===== src/inc/bss_pkg.sv =====
package bss_pkg;

   // ------------------------------------------------------------
   // Timebase: one tick every 0.1 s at 100 MHz
   // ------------------------------------------------------------
   localparam int CLK_NS = 10;
   localparam int TICK_NS = 100_000_000;
   localparam int TICK_CYC = TICK_NS / CLK_NS;
   localparam int TPS = 1_000_000_000 / TICK_NS;
   localparam int TW = 24;

   // ------------------------------------------------------------
   // Sequence times, in their own units
   // ------------------------------------------------------------
   localparam int INIT_S = 10;
   localparam int HOLD_SHOW_S = 5;
   localparam int HOLD_MAX_S = 240;
   localparam int AIRFLOW_S = 10;
   localparam int PILOT_LONG_S = 10;
   localparam int PILOT_SHORT_S = 4;
   localparam int TEST_LONG_S = 8;
   localparam int TEST_SHORT_S = 3;
   localparam int FLAMEOUT_TEST_S = 15;
   localparam int MAIN_S = 10;
   localparam int STBY_FLAME_S = 240;
   localparam int PURGE_FLAME_S = 30;
   localparam int PREIGN_S = 5;
   localparam int LINK_LOCK_H = 200;
   localparam int FLAME_FAILURE_RESPONSE_FAST_DS = 8;
   localparam int FLAME_FAILURE_RESPONSE_SLOW_DS = 30;
   localparam int PURGE_MIN_S = 2;
   localparam int PURGE_MAX_S = 1800;
   localparam int POST_MAX_S = 3600;

   // ------------------------------------------------------------
   // Same times as tick counts
   // ------------------------------------------------------------
   localparam logic [TW-1:0] INIT_T = TW'(INIT_S * TPS);
   localparam logic [TW-1:0] HOLD_SHOW_T = TW'(HOLD_SHOW_S * TPS);
   localparam logic [TW-1:0] HOLD_MAX_T = TW'(HOLD_MAX_S * TPS);
   localparam logic [TW-1:0] AIRFLOW_T = TW'(AIRFLOW_S * TPS);
   localparam logic [TW-1:0] PILOT_LONG_T = TW'(PILOT_LONG_S * TPS);
   localparam logic [TW-1:0] PILOT_SHORT_T = TW'(PILOT_SHORT_S * TPS);
   localparam logic [TW-1:0] TEST_LONG_T = TW'(TEST_LONG_S * TPS);
   localparam logic [TW-1:0] TEST_SHORT_T = TW'(TEST_SHORT_S * TPS);
   localparam logic [TW-1:0] FLAMEOUT_TEST_T = TW'(FLAMEOUT_TEST_S * TPS);
   localparam logic [TW-1:0] MAIN_T = TW'(MAIN_S * TPS);
   localparam logic [TW-1:0] STBY_FLAME_T = TW'(STBY_FLAME_S * TPS);
   localparam logic [TW-1:0] PURGE_FLAME_T = TW'(PURGE_FLAME_S * TPS);
   localparam logic [TW-1:0] PREIGN_T = TW'(PREIGN_S * TPS);
   localparam logic [TW-1:0] LINK_LOCK_T = TW'(LINK_LOCK_H * 3600 * TPS);
   localparam logic [TW-1:0] FLAME_FAILURE_RESPONSE_FAST_T = TW'(FLAME_FAILURE_RESPONSE_FAST_DS * TPS / 10);
   localparam logic [TW-1:0] FLAME_FAILURE_RESPONSE_SLOW_T = TW'(FLAME_FAILURE_RESPONSE_SLOW_DS * TPS / 10);

   // ------------------------------------------------------------
   // Register map, fields and reset values
   // ------------------------------------------------------------
   localparam logic [11:0] REG_POST = 12'h000;
   localparam logic [11:0] REG_PURGE = 12'h004;
   localparam logic [11:0] REG_STATUS = 12'h008;
   localparam int POST_W = 12;
   localparam int PURGE_W = 11;
   localparam logic [POST_W-1:0] POST_RST = 12'h00f;
   localparam logic [PURGE_W-1:0] PURGE_RST = 11'h01e;
   localparam int ST_STATE_LSB = 0;
   localparam int ST_HOLD_BIT = 3;
   localparam int ST_LOCK_BIT = 4;
   localparam int ST_PERM_BIT = 5;
   localparam int ST_FAULT_LSB = 8;

   // ------------------------------------------------------------
   // Fault codes
   // ------------------------------------------------------------
   localparam logic [7:0] FLT_NONE = 8'h00;
   localparam logic [7:0] FLT_LINE = 8'h0c;
   localparam logic [7:0] FLT_FLAME_UNEXP = 8'h15;
   localparam logic [7:0] FLT_FLAME_ABS = 8'h16;
   localparam logic [7:0] FLT_AIRFLOW = 8'h1f;
   localparam logic [7:0] FLT_PREIGN = 8'h2a;
   localparam logic [7:0] FLT_LINK = 8'h6e;

   // ------------------------------------------------------------
   // States, Gray coded along the normal path
   // ------------------------------------------------------------
   typedef enum logic [2:0] {
      ST_INIT = 3'h0,
      ST_STANDBY = 3'h1,
      ST_PREPURGE = 3'h3,
      ST_PILOT = 3'h2,
      ST_MAIN = 3'h6,
      ST_RUN = 3'h7,
      ST_POST = 3'h5,
      ST_LOCK = 3'h4
   } bss_state_e;

   // ------------------------------------------------------------
   // Burner pins
   // ------------------------------------------------------------
   typedef struct packed {
      logic line_ok;
      logic heat_call;
      logic limits_ok;
      logic airflow_interlock;
      logic preign_closed;
      logic flame;
      logic test_sel;
      logic reset_btn;
      logic flame_failure_response_slow;
      logic pilot_trial_length_link;
      logic flame_failure_action_link;
      logic airflow_failure_action_link;
   } bss_in_s;

   typedef struct packed {
      logic blower;
      logic ignition;
      logic pilot_intermit;
      logic pilot_interrupt;
      logic main_valve;
      logic delayed_main;
   } bss_out_s;

endpackage : bss_pkg


===== src/logic/bss_sequencer.sv =====
// Local design decisions: the placing of the registers and the APB slave port.
`timescale 1ns/100ps
module bss_sequencer #(
   parameter int TICK_CYC = bss_pkg::TICK_CYC,
   parameter bit VARIANT_C = 1'b0
) (
   input wire logic pclk,
   input wire logic presetn,
   input wire logic psel,
   input wire logic penable,
   input wire logic pwrite,
   input wire logic [11:0] paddr,
   input wire logic [31:0] pwdata,
   output logic [31:0] prdata,
   output logic pready,
   output logic pslverr,
   input wire bss_pkg::bss_in_s burner_in,
   output bss_pkg::bss_out_s burner_out,
   output logic lockout,
   output logic hold,
   output logic [7:0] fault_code
);

   localparam int TW = bss_pkg::TW;

   bss_pkg::bss_in_s pin;
   bss_pkg::bss_state_e state;
   bss_pkg::bss_state_e next_state;
   logic [7:0] next_fault;
   logic [31:0] tick_cnt;
   logic tick;
   logic [TW-1:0] st_t;
   logic [TW-1:0] hold_t;
   logic [TW-1:0] show_t;
   logic [TW-1:0] on_t;
   logic [TW-1:0] off_t;
   logic [TW-1:0] op_t;
   logic [2:0] link_ref;
   logic perm;
   logic rb_q;
   logic [bss_pkg::POST_W-1:0] post_s;
   logic [bss_pkg::PURGE_W-1:0] purge_s;
   logic st_clr;

   // ------------------------------------------------------------
   // Pin synchronisation
   // ------------------------------------------------------------
   bss_sync #(
      .W($bits(bss_pkg::bss_in_s))
   ) u_sync (
      .pclk(pclk),
      .presetn(presetn),
      .d(burner_in),
      .q(pin)
   );

   // ------------------------------------------------------------
   // Decoding
   // ------------------------------------------------------------
   wire chg = (next_state != state);
   wire rb_rise = pin.reset_btn & ~rb_q;
   wire [2:0] links = {pin.pilot_trial_length_link, pin.flame_failure_action_link,
                       pin.airflow_failure_action_link};
   wire link_bad = (links != link_ref) && (op_t >= bss_pkg::LINK_LOCK_T);
   wire long_trial = pin.pilot_trial_length_link;
   wire [TW-1:0] pilot_t = long_trial ? bss_pkg::PILOT_LONG_T : bss_pkg::PILOT_SHORT_T;
   wire [TW-1:0] test_t = long_trial ? bss_pkg::TEST_LONG_T : bss_pkg::TEST_SHORT_T;
   // One tick early so the lockout lands inside the rated response
   wire [TW-1:0] flame_failure_response_t = (pin.flame_failure_response_slow ? bss_pkg::FLAME_FAILURE_RESPONSE_SLOW_T : bss_pkg::FLAME_FAILURE_RESPONSE_FAST_T)
                          - TW'(1);
   wire [TW-1:0] purge_t = TW'(purge_s) * TW'(bss_pkg::TPS);
   wire [TW-1:0] post_t = TW'(post_s) * TW'(bss_pkg::TPS);
   wire flame_lost = ~pin.flame && (off_t >= flame_failure_response_t);
   wire air_late = ~pin.airflow_interlock && (st_t >= bss_pkg::AIRFLOW_T);
   wire in_pre = (state == bss_pkg::ST_PREPURGE);
   wire in_pilot = (state == bss_pkg::ST_PILOT);
   wire frz_pre = in_pre & pin.test_sel;
   wire frz_pilot = in_pilot & pin.test_sel & (st_t < test_t);
   wire ready_go = pin.heat_call & pin.limits_ok & pin.preign_closed & ~pin.test_sel;
   wire wr = psel & penable & pwrite;
   wire hit_post = (paddr == bss_pkg::REG_POST);
   wire hit_purge = (paddr == bss_pkg::REG_PURGE);
   wire hit_stat = (paddr == bss_pkg::REG_STATUS);
   wire hit = hit_post | hit_purge | hit_stat;

   // ------------------------------------------------------------
   // Sequence decisions
   // ------------------------------------------------------------
   // Lockout and line checks outrank the per-state sequence
   always_comb begin
      next_state = state;
      next_fault = fault_code;
      st_clr = 1'b0;
      if (state == bss_pkg::ST_LOCK) begin
         if (rb_rise && !perm) begin
            next_state = bss_pkg::ST_INIT;
            next_fault = bss_pkg::FLT_NONE;
         end
      end else if (link_bad) begin
         next_state = bss_pkg::ST_LOCK;
         next_fault = bss_pkg::FLT_LINK;
      end else if (!pin.line_ok && state != bss_pkg::ST_INIT) begin
         next_state = bss_pkg::ST_INIT;
      end else begin
         unique case (state)
            bss_pkg::ST_INIT: begin
               st_clr = ~pin.line_ok;
               if (hold_t >= bss_pkg::HOLD_MAX_T) begin
                  next_state = bss_pkg::ST_LOCK;
                  next_fault = bss_pkg::FLT_LINE;
               end else if (pin.line_ok && st_t >= bss_pkg::INIT_T) begin
                  next_state = bss_pkg::ST_STANDBY;
               end
            end
            bss_pkg::ST_STANDBY: begin
               if (on_t >= bss_pkg::STBY_FLAME_T) begin
                  next_state = bss_pkg::ST_LOCK;
                  next_fault = bss_pkg::FLT_FLAME_UNEXP;
               end else if (ready_go) begin
                  next_state = bss_pkg::ST_PREPURGE;
               end
            end
            bss_pkg::ST_PREPURGE: begin
               if (on_t >= bss_pkg::PURGE_FLAME_T) begin
                  next_state = bss_pkg::ST_LOCK;
                  next_fault = bss_pkg::FLT_FLAME_UNEXP;
               end else if (!pin.preign_closed) begin
                  next_state = bss_pkg::ST_LOCK;
                  next_fault = bss_pkg::FLT_PREIGN;
               end else if (!pin.heat_call || !pin.limits_ok) begin
                  next_state = bss_pkg::ST_POST;
               end else if (air_late && pin.airflow_failure_action_link) begin
                  st_clr = 1'b1;
               end else if (air_late) begin
                  next_state = bss_pkg::ST_LOCK;
                  next_fault = bss_pkg::FLT_AIRFLOW;
               end else if (st_t >= purge_t && st_t >= bss_pkg::AIRFLOW_T) begin
                  next_state = bss_pkg::ST_PILOT;
               end
            end
            bss_pkg::ST_PILOT: begin
               // Pre-ignition interlock is not looked at here
               if (!pin.heat_call || !pin.limits_ok) begin
                  next_state = bss_pkg::ST_POST;
               end else if (pin.test_sel && off_t >= bss_pkg::FLAMEOUT_TEST_T) begin
                  next_state = bss_pkg::ST_LOCK;
                  next_fault = bss_pkg::FLT_FLAME_ABS;
               end else if (st_t >= pilot_t && pin.flame) begin
                  next_state = bss_pkg::ST_MAIN;
               end else if (st_t >= pilot_t) begin
                  next_state = bss_pkg::ST_LOCK;
                  next_fault = bss_pkg::FLT_FLAME_ABS;
               end
            end
            bss_pkg::ST_MAIN, bss_pkg::ST_RUN: begin
               if (flame_lost && pin.flame_failure_action_link) begin
                  next_state = bss_pkg::ST_POST;
               end else if (flame_lost) begin
                  next_state = bss_pkg::ST_LOCK;
                  next_fault = bss_pkg::FLT_FLAME_ABS;
               end else if (!pin.heat_call || !pin.limits_ok) begin
                  next_state = bss_pkg::ST_POST;
               end else if (state == bss_pkg::ST_MAIN && st_t >= bss_pkg::MAIN_T) begin
                  next_state = bss_pkg::ST_RUN;
               end
            end
            bss_pkg::ST_POST: begin
               if (!pin.preign_closed && st_t >= bss_pkg::PREIGN_T) begin
                  next_state = bss_pkg::ST_LOCK;
                  next_fault = bss_pkg::FLT_PREIGN;
               end else if (st_t >= post_t) begin
                  next_state = bss_pkg::ST_STANDBY;
               end
            end
            default: begin
               next_state = bss_pkg::ST_LOCK;
            end
         endcase
      end
   end

   // ------------------------------------------------------------
   // Common timebase
   // ------------------------------------------------------------
   // Every sequence timer counts these ticks, so they never drift apart
   assign tick = (tick_cnt == 32'(TICK_CYC - 1));
   always_ff @(posedge pclk or negedge presetn) begin
      if (!presetn) begin
         tick_cnt <= 32'h0;
      end else begin
         tick_cnt <= tick ? 32'h0 : tick_cnt + 32'h1;
      end
   end

   // ------------------------------------------------------------
   // State and state timer
   // ------------------------------------------------------------
   always_ff @(posedge pclk or negedge presetn) begin
      if (!presetn) begin
         state <= bss_pkg::ST_INIT;
         fault_code <= bss_pkg::FLT_NONE;
         st_t <= '0;
         rb_q <= 1'b0;
      end else begin
         state <= next_state;
         fault_code <= next_fault;
         rb_q <= pin.reset_btn;
         if (chg || st_clr) begin
            st_t <= '0;
         end else if (tick && !frz_pre && !frz_pilot && st_t != '1) begin
            st_t <= st_t + TW'(1);
         end
      end
   end

   // ------------------------------------------------------------
   // Hold and flame timers
   // ------------------------------------------------------------
   // Flame timers run on continuous presence or absence only
   always_ff @(posedge pclk or negedge presetn) begin
      if (!presetn) begin
         hold_t <= '0;
         show_t <= '0;
         on_t <= '0;
         off_t <= '0;
      end else begin
         if (state != bss_pkg::ST_INIT || pin.line_ok) begin
            hold_t <= '0;
         end else if (tick && hold_t != '1) begin
            hold_t <= hold_t + TW'(1);
         end
         if (!pin.line_ok) begin
            show_t <= bss_pkg::HOLD_SHOW_T;
         end else if (tick && show_t != '0) begin
            show_t <= show_t - TW'(1);
         end
         if (chg || !pin.flame) begin
            on_t <= '0;
         end else if (tick && on_t != '1) begin
            on_t <= on_t + TW'(1);
         end
         if (chg || pin.flame) begin
            off_t <= '0;
         end else if (tick && off_t != '1) begin
            off_t <= off_t + TW'(1);
         end
      end
   end

   // ------------------------------------------------------------
   // Configuration link supervision
   // ------------------------------------------------------------
   // Early changes are adopted; the reference freezes at 200 hours.
   // Only power-on reset clears the permanent flag, never the button.
   always_ff @(posedge pclk or negedge presetn) begin
      if (!presetn) begin
         op_t <= '0;
         link_ref <= 3'h0;
         perm <= 1'b0;
      end else begin
         if (tick && op_t != bss_pkg::LINK_LOCK_T) begin
            op_t <= op_t + TW'(1);
         end
         if (op_t < bss_pkg::LINK_LOCK_T) begin
            link_ref <= links;
         end
         if (link_bad) begin
            perm <= 1'b1;
         end
      end
   end

   // ------------------------------------------------------------
   // Outputs, registered; burner outputs and lockout from the next state
   // ------------------------------------------------------------
   wire n_pre = (next_state == bss_pkg::ST_PREPURGE);
   wire n_pilot = (next_state == bss_pkg::ST_PILOT);
   wire n_main = (next_state == bss_pkg::ST_MAIN);
   wire n_run = (next_state == bss_pkg::ST_RUN);
   wire n_post = (next_state == bss_pkg::ST_POST);
   always_ff @(posedge pclk or negedge presetn) begin
      if (!presetn) begin
         burner_out <= '0;
         lockout <= 1'b0;
         hold <= 1'b0;
      end else begin
         burner_out.blower <= n_pre | n_pilot | n_main | n_run | n_post;
         burner_out.ignition <= n_pilot;
         burner_out.pilot_interrupt <= n_pilot | n_main;
         burner_out.pilot_intermit <= ~VARIANT_C & (n_pilot | n_main | n_run);
         burner_out.main_valve <= n_main | n_run;
         burner_out.delayed_main <= VARIANT_C & n_run;
         lockout <= (next_state == bss_pkg::ST_LOCK);
         hold <= ~pin.line_ok | (show_t != '0);
      end
   end

   // ------------------------------------------------------------
   // APB slave, no wait states
   // ------------------------------------------------------------
   // Read data is caught in the setup cycle so it comes from flops
   assign pready = 1'b1;
   assign pslverr = psel & penable & ~hit;
   wire [31:0] status = {16'h0, fault_code, 2'h0, perm, lockout, hold, state};
   wire [31:0] rd_mux = hit_post ? 32'(post_s) :
                        hit_purge ? 32'(purge_s) :
                        hit_stat ? status : 32'h0;
   wire [bss_pkg::PURGE_W-1:0] pg_in = pwdata[bss_pkg::PURGE_W-1:0];
   wire [bss_pkg::POST_W-1:0] po_in = pwdata[bss_pkg::POST_W-1:0];
   always_ff @(posedge pclk or negedge presetn) begin
      if (!presetn) begin
         prdata <= 32'h0;
         post_s <= bss_pkg::POST_RST;
         purge_s <= bss_pkg::PURGE_RST;
      end else begin
         if (psel && !penable) begin
            prdata <= rd_mux;
         end
         if (wr && hit_post) begin
            post_s <= (32'(po_in) > 32'(bss_pkg::POST_MAX_S)) ?
                      bss_pkg::POST_W'(bss_pkg::POST_MAX_S) : po_in;
         end
         // Purge time is clamped to the range a timer card can select
         if (wr && hit_purge) begin
            if (32'(pg_in) < 32'(bss_pkg::PURGE_MIN_S)) begin
               purge_s <= bss_pkg::PURGE_W'(bss_pkg::PURGE_MIN_S);
            end else if (32'(pg_in) > 32'(bss_pkg::PURGE_MAX_S)) begin
               purge_s <= bss_pkg::PURGE_W'(bss_pkg::PURGE_MAX_S);
            end else begin
               purge_s <= pg_in;
            end
         end
      end
   end

endmodule : bss_sequencer


===== src/logic/bss_sync.sv =====
`timescale 1ns/100ps
module bss_sync #(
   parameter int W = 1
) (
   input wire logic pclk,
   input wire logic presetn,
   input wire logic [W-1:0] d,
   output logic [W-1:0] q
);

   logic [W-1:0] s1;
   logic [W-1:0] s2;
   logic [W-1:0] s3;

   // ------------------------------------------------------------
   // Three stages; a bit moves only once stages two and three agree
   // ------------------------------------------------------------
   // Agreement filters a one-cycle glitch that slipped past stage one
   genvar i;
   generate
      for (i = 0; i < W; i++) begin : g_bit
         always_ff @(posedge pclk or negedge presetn) begin
            if (!presetn) begin
               s1[i] <= 1'b0;
               s2[i] <= 1'b0;
               s3[i] <= 1'b0;
               q[i] <= 1'b0;
            end else begin
               s1[i] <= d[i];
               s2[i] <= s1[i];
               s3[i] <= s2[i];
               if (s2[i] == s3[i]) begin
                  q[i] <= s3[i];
               end
            end
         end
      end
   endgenerate

endmodule : bss_sync


===== config.mk =====
export PLATFORM = sky130hd
export DESIGN_NAME = bss_sequencer
export DESIGN_NICKNAME = d
export VERILOG_FILES = /design/src/inc/bss_pkg.sv /design/src/logic/bss_sequencer.sv /design/src/logic/bss_sync.sv
export SDC_FILE = /design/constraint.sdc
export NUM_CORES = 1
export LEC_CHECK = 0
export BUFFER_PORTS_ARGS = -buffer_cell sky130_fd_sc_hd__buf_2
export CELL_PAD_IN_SITES_DETAIL_PLACEMENT = 0
export CELL_PAD_IN_SITES_GLOBAL_PLACEMENT = 2
export CORE_ASPECT_RATIO = 1.4
export CORE_MARGIN = 1.5
export CORE_UTILIZATION = 39
export CTS_CLUSTER_DIAMETER = 200
export CTS_CLUSTER_SIZE = 24
export DETAILED_ROUTE_END_ITERATION = 7
export HOLD_SLACK_MARGIN = 0.03
export PLACE_DENSITY_LB_ADDON = 0.1
export SETUP_SLACK_MARGIN = 0.15
export SLEW_MARGIN = 15
export SYNTH_ARGS = -nofsm -noshare
export SYNTH_HDL_FRONTEND = slang
export SYNTH_SLANG_ARGS = --single-unit

===== constraint.sdc =====
create_clock -name pclk -period 5.3 [get_ports pclk]
set_input_delay 1.06 -clock pclk [delete_from_list [all_inputs] [get_ports pclk]]
set_output_delay 1.06 -clock pclk [all_outputs]
set_load 0.1 [all_outputs]

==> metrics <==
number of synthesis warnings=0; # nets final=1,795; Hold WC Path Type=reg -> reg; Area Growth Syn to Fin=10.2%; Worst Setup Start Kind=flip-flop; fmax=207 MHz; layout cells sized above 1=0.122; DRT Wirelength=38,100 um; Worst slew margin=0.383; TritonCTS clock tree=built; io pins=111; Least-Margin Pin Slew=0.926 ns; Filler cells=3,945; Main synth FF type=dfrtp_1; DP Area=16,500 um2; sequential share of the synthesized area=0.458; Clock Tree Buf Depth=3; # diodes=0; DP HPWL=27,100 um; initial antenna violation count=0; endpoints failing hold=0; Rows=86; First DRT Iteration DRCs=588; Final Hold Slack=0.348 ns; vias in the first global route=11,636; most common cell after layout, fill and taps aside=dfrtp_1; Syn Std Cell Area=15,600 um2; Async SR Flop Fraction=1.00; Die X=172 um; Crit. End Element=flip-flop; H-Tree Depth=1; pin count of the biggest net entering global routing=118; clk root buf=clkbuf_16; worst clock skew=0.0269 ns; Critical Path AT=5.24 ns; die area=41,100 um2; Placer Congestion=0.806; PwrDens=218 nW/um2; port bufs=70; CTS clock-pin slew for the worst setup and hold paths=0.11 ns; Via Count=11,452; Peak VDD IR=0.000224 V; EDFF count, synth=0; maxcap violations=0; clock sink count=284; RSZ-0062 raised after global routing=no; DRC=0; worst r2r src=purge_s[2]; Setup CP Type=reg -> reg; TNS Setup=0 ns; max-slew violation count=0; Die Ht=239 um; routed length per instance=17.5 um; core box area=39,400 um2; synthesized area per cell=9.84 um2; hold_buf cts=0; critical path data required time=5.70 ns; min Tclk post-route=4.84 ns; Finish-stage setup viols=0; Netlist cell types=78; Global Route Usage Sum=0.188; leak pwr=7.76 nW; post-synthesis cell count=1,580; Yosys reg bits=284; Post-DRT Antenna Nets=0; Worst Setup SP=purge_s[2]; Worst Hold Launch=u_sync.s1[7]; Initial Util=0.395; grt total ovfl=0; cell area after layout=17,100 um2; first-pass GRT wire length=61,900 um; fin crit share=0.913; status=completed; CTS buffer count=15; vias per cell=5.26; CP max FO=9; drt pass-1 iters=5; clk_lat worst skew=0.52 ns; most frequent cells in the layout=dfrtp_1 (276), nor2_1 (136), nand2_1 (132)
## state kept, by name, summed over array words and instances, names as in the netlist, 15 cells and up
register	count
tick_cnt	32
prdata	15
off_t	24
show_t	24
op_t	24
hold_t	24
on_t	24
st_t	24
## critical path: stages, from the launching register on
cell and delay [ns]:
dfstp_2 0.58, ha_1 0.25, ha_1 0.30, a21o_1 0.19
a21oi_2 0.18, o21ai_1 0.10, a21oi_2 0.14, o21ai_0 0.09
a21oi_1 0.18, o21ai_0 0.09, a21oi_1 0.18, xor2_1 0.10
ha_1 0.32, nand3_2 0.12, o311ai_2 0.31, a31oi_2 0.12
o31a_1 0.33, or2_1 0.24, nand2b_2 0.10, inv_2 0.06
and3_4 0.17, o21ai_4 0.15, buf_12 0.18, clkbuf_16 0.18
nor3_1 0.05
## cells by family after synthesis
| family | count (synthesis) | share of synthesized area |
|---|---|---|
| multiplexers | 22 | 0.0148 |
| adder cells (fa/ha/maj) | 100 | 0.0795 |
| other | 2 | 0.000483 |
| flip-flops | 284 | 0.458 |
| buffers and inverters | 129 | 0.0394 |
| AO/OA/AOI/OAI | 201 | 0.0834 |
| AND/OR/NAND/NOR | 667 | 0.226 |
| XOR/XNOR | 175 | 0.0985 |
## worst paths after layout
| kind | endpoint | slack, ns | cells after the start |
|---|---|---|---|
| max in group asynchronous | off_t[20] | 3.57 | 2 |
| max reg2reg | st_t[5] | 0.46 | 24 |
| min reg2reg | u_sync.s2[7] | 0.35 | 0 |
| min | u_sync.s2[7] | 0.35 | 0 |
| max | st_t[5] | 0.46 | 24 |
| min in group asynchronous | hold_t[4] | 0.55 | 1 |
## Yosys cell counts, types with 25 or more instances
master	instances	area, um2
and3_1	29	181
ha_1	86	1080
xor2_1	94	823
xnor2_1	81	709
nand2_1	132	495
nor3_2	25	250
nor2_1	136	510
clkbuf_1	39	146
nor4_1	40	250
o21ai_0	56	280
a21oi_1	54	270
inv_1	60	225
nand4_1	55	344
nand3_1	74	370
nor3_1	71	355
dfrtp_1	276	6910
## what timing repair did
action,4_1_cts,5_1_grt
resized for setup,3,27
endpoints found under the setup margin,62,72
cloned,0,3
setup buffers,0,5
pin swaps,0,9
## layout make-up
class,count,area [um2],share of cell area
well taps,528,661,0.0385
clock buffers,19,390,0.0228
clock inverters,2,38.8,0.00226
multi-input cells,1185,8020,0.468
inverters,61,229,0.0134
repair buffers,99,687,0.0401
flip-flops and latches,284,7120,0.415
## report_power, final
part           total, mW  internal, mW  switching, mW
combinational      0.216        0.0396          0.177
clock               1.30         0.578          0.725
sequential          2.22          2.19         0.0249
total               3.74          2.81          0.927
## through the flow
step           total power [mW]  setup slack, ns   util  instances
6_report                   3.74            0.460  0.435       2178
5_1_grt                    3.90            0.147  0.435       2178
3_5_place_dp               2.48            0.113  0.419       2149
2_1_floorplan              2.39            0.818      -       1598
3_3_place_gp               2.48           0.0979  0.419       2149
4_1_cts                    3.81            0.151  0.430       2170
## layer usage
metal  wire length (um)  share of wire  up-vias  global-route usage
met4                851          0.022        0              0.0509
met2              19100           0.50      171               0.336
met1              17100           0.45     5574               0.242
li1                   -              -     5668                   -
met3               1030          0.027       39              0.0150
met5                  0              0        -                   0
Power figures use the tool's default switching activity.
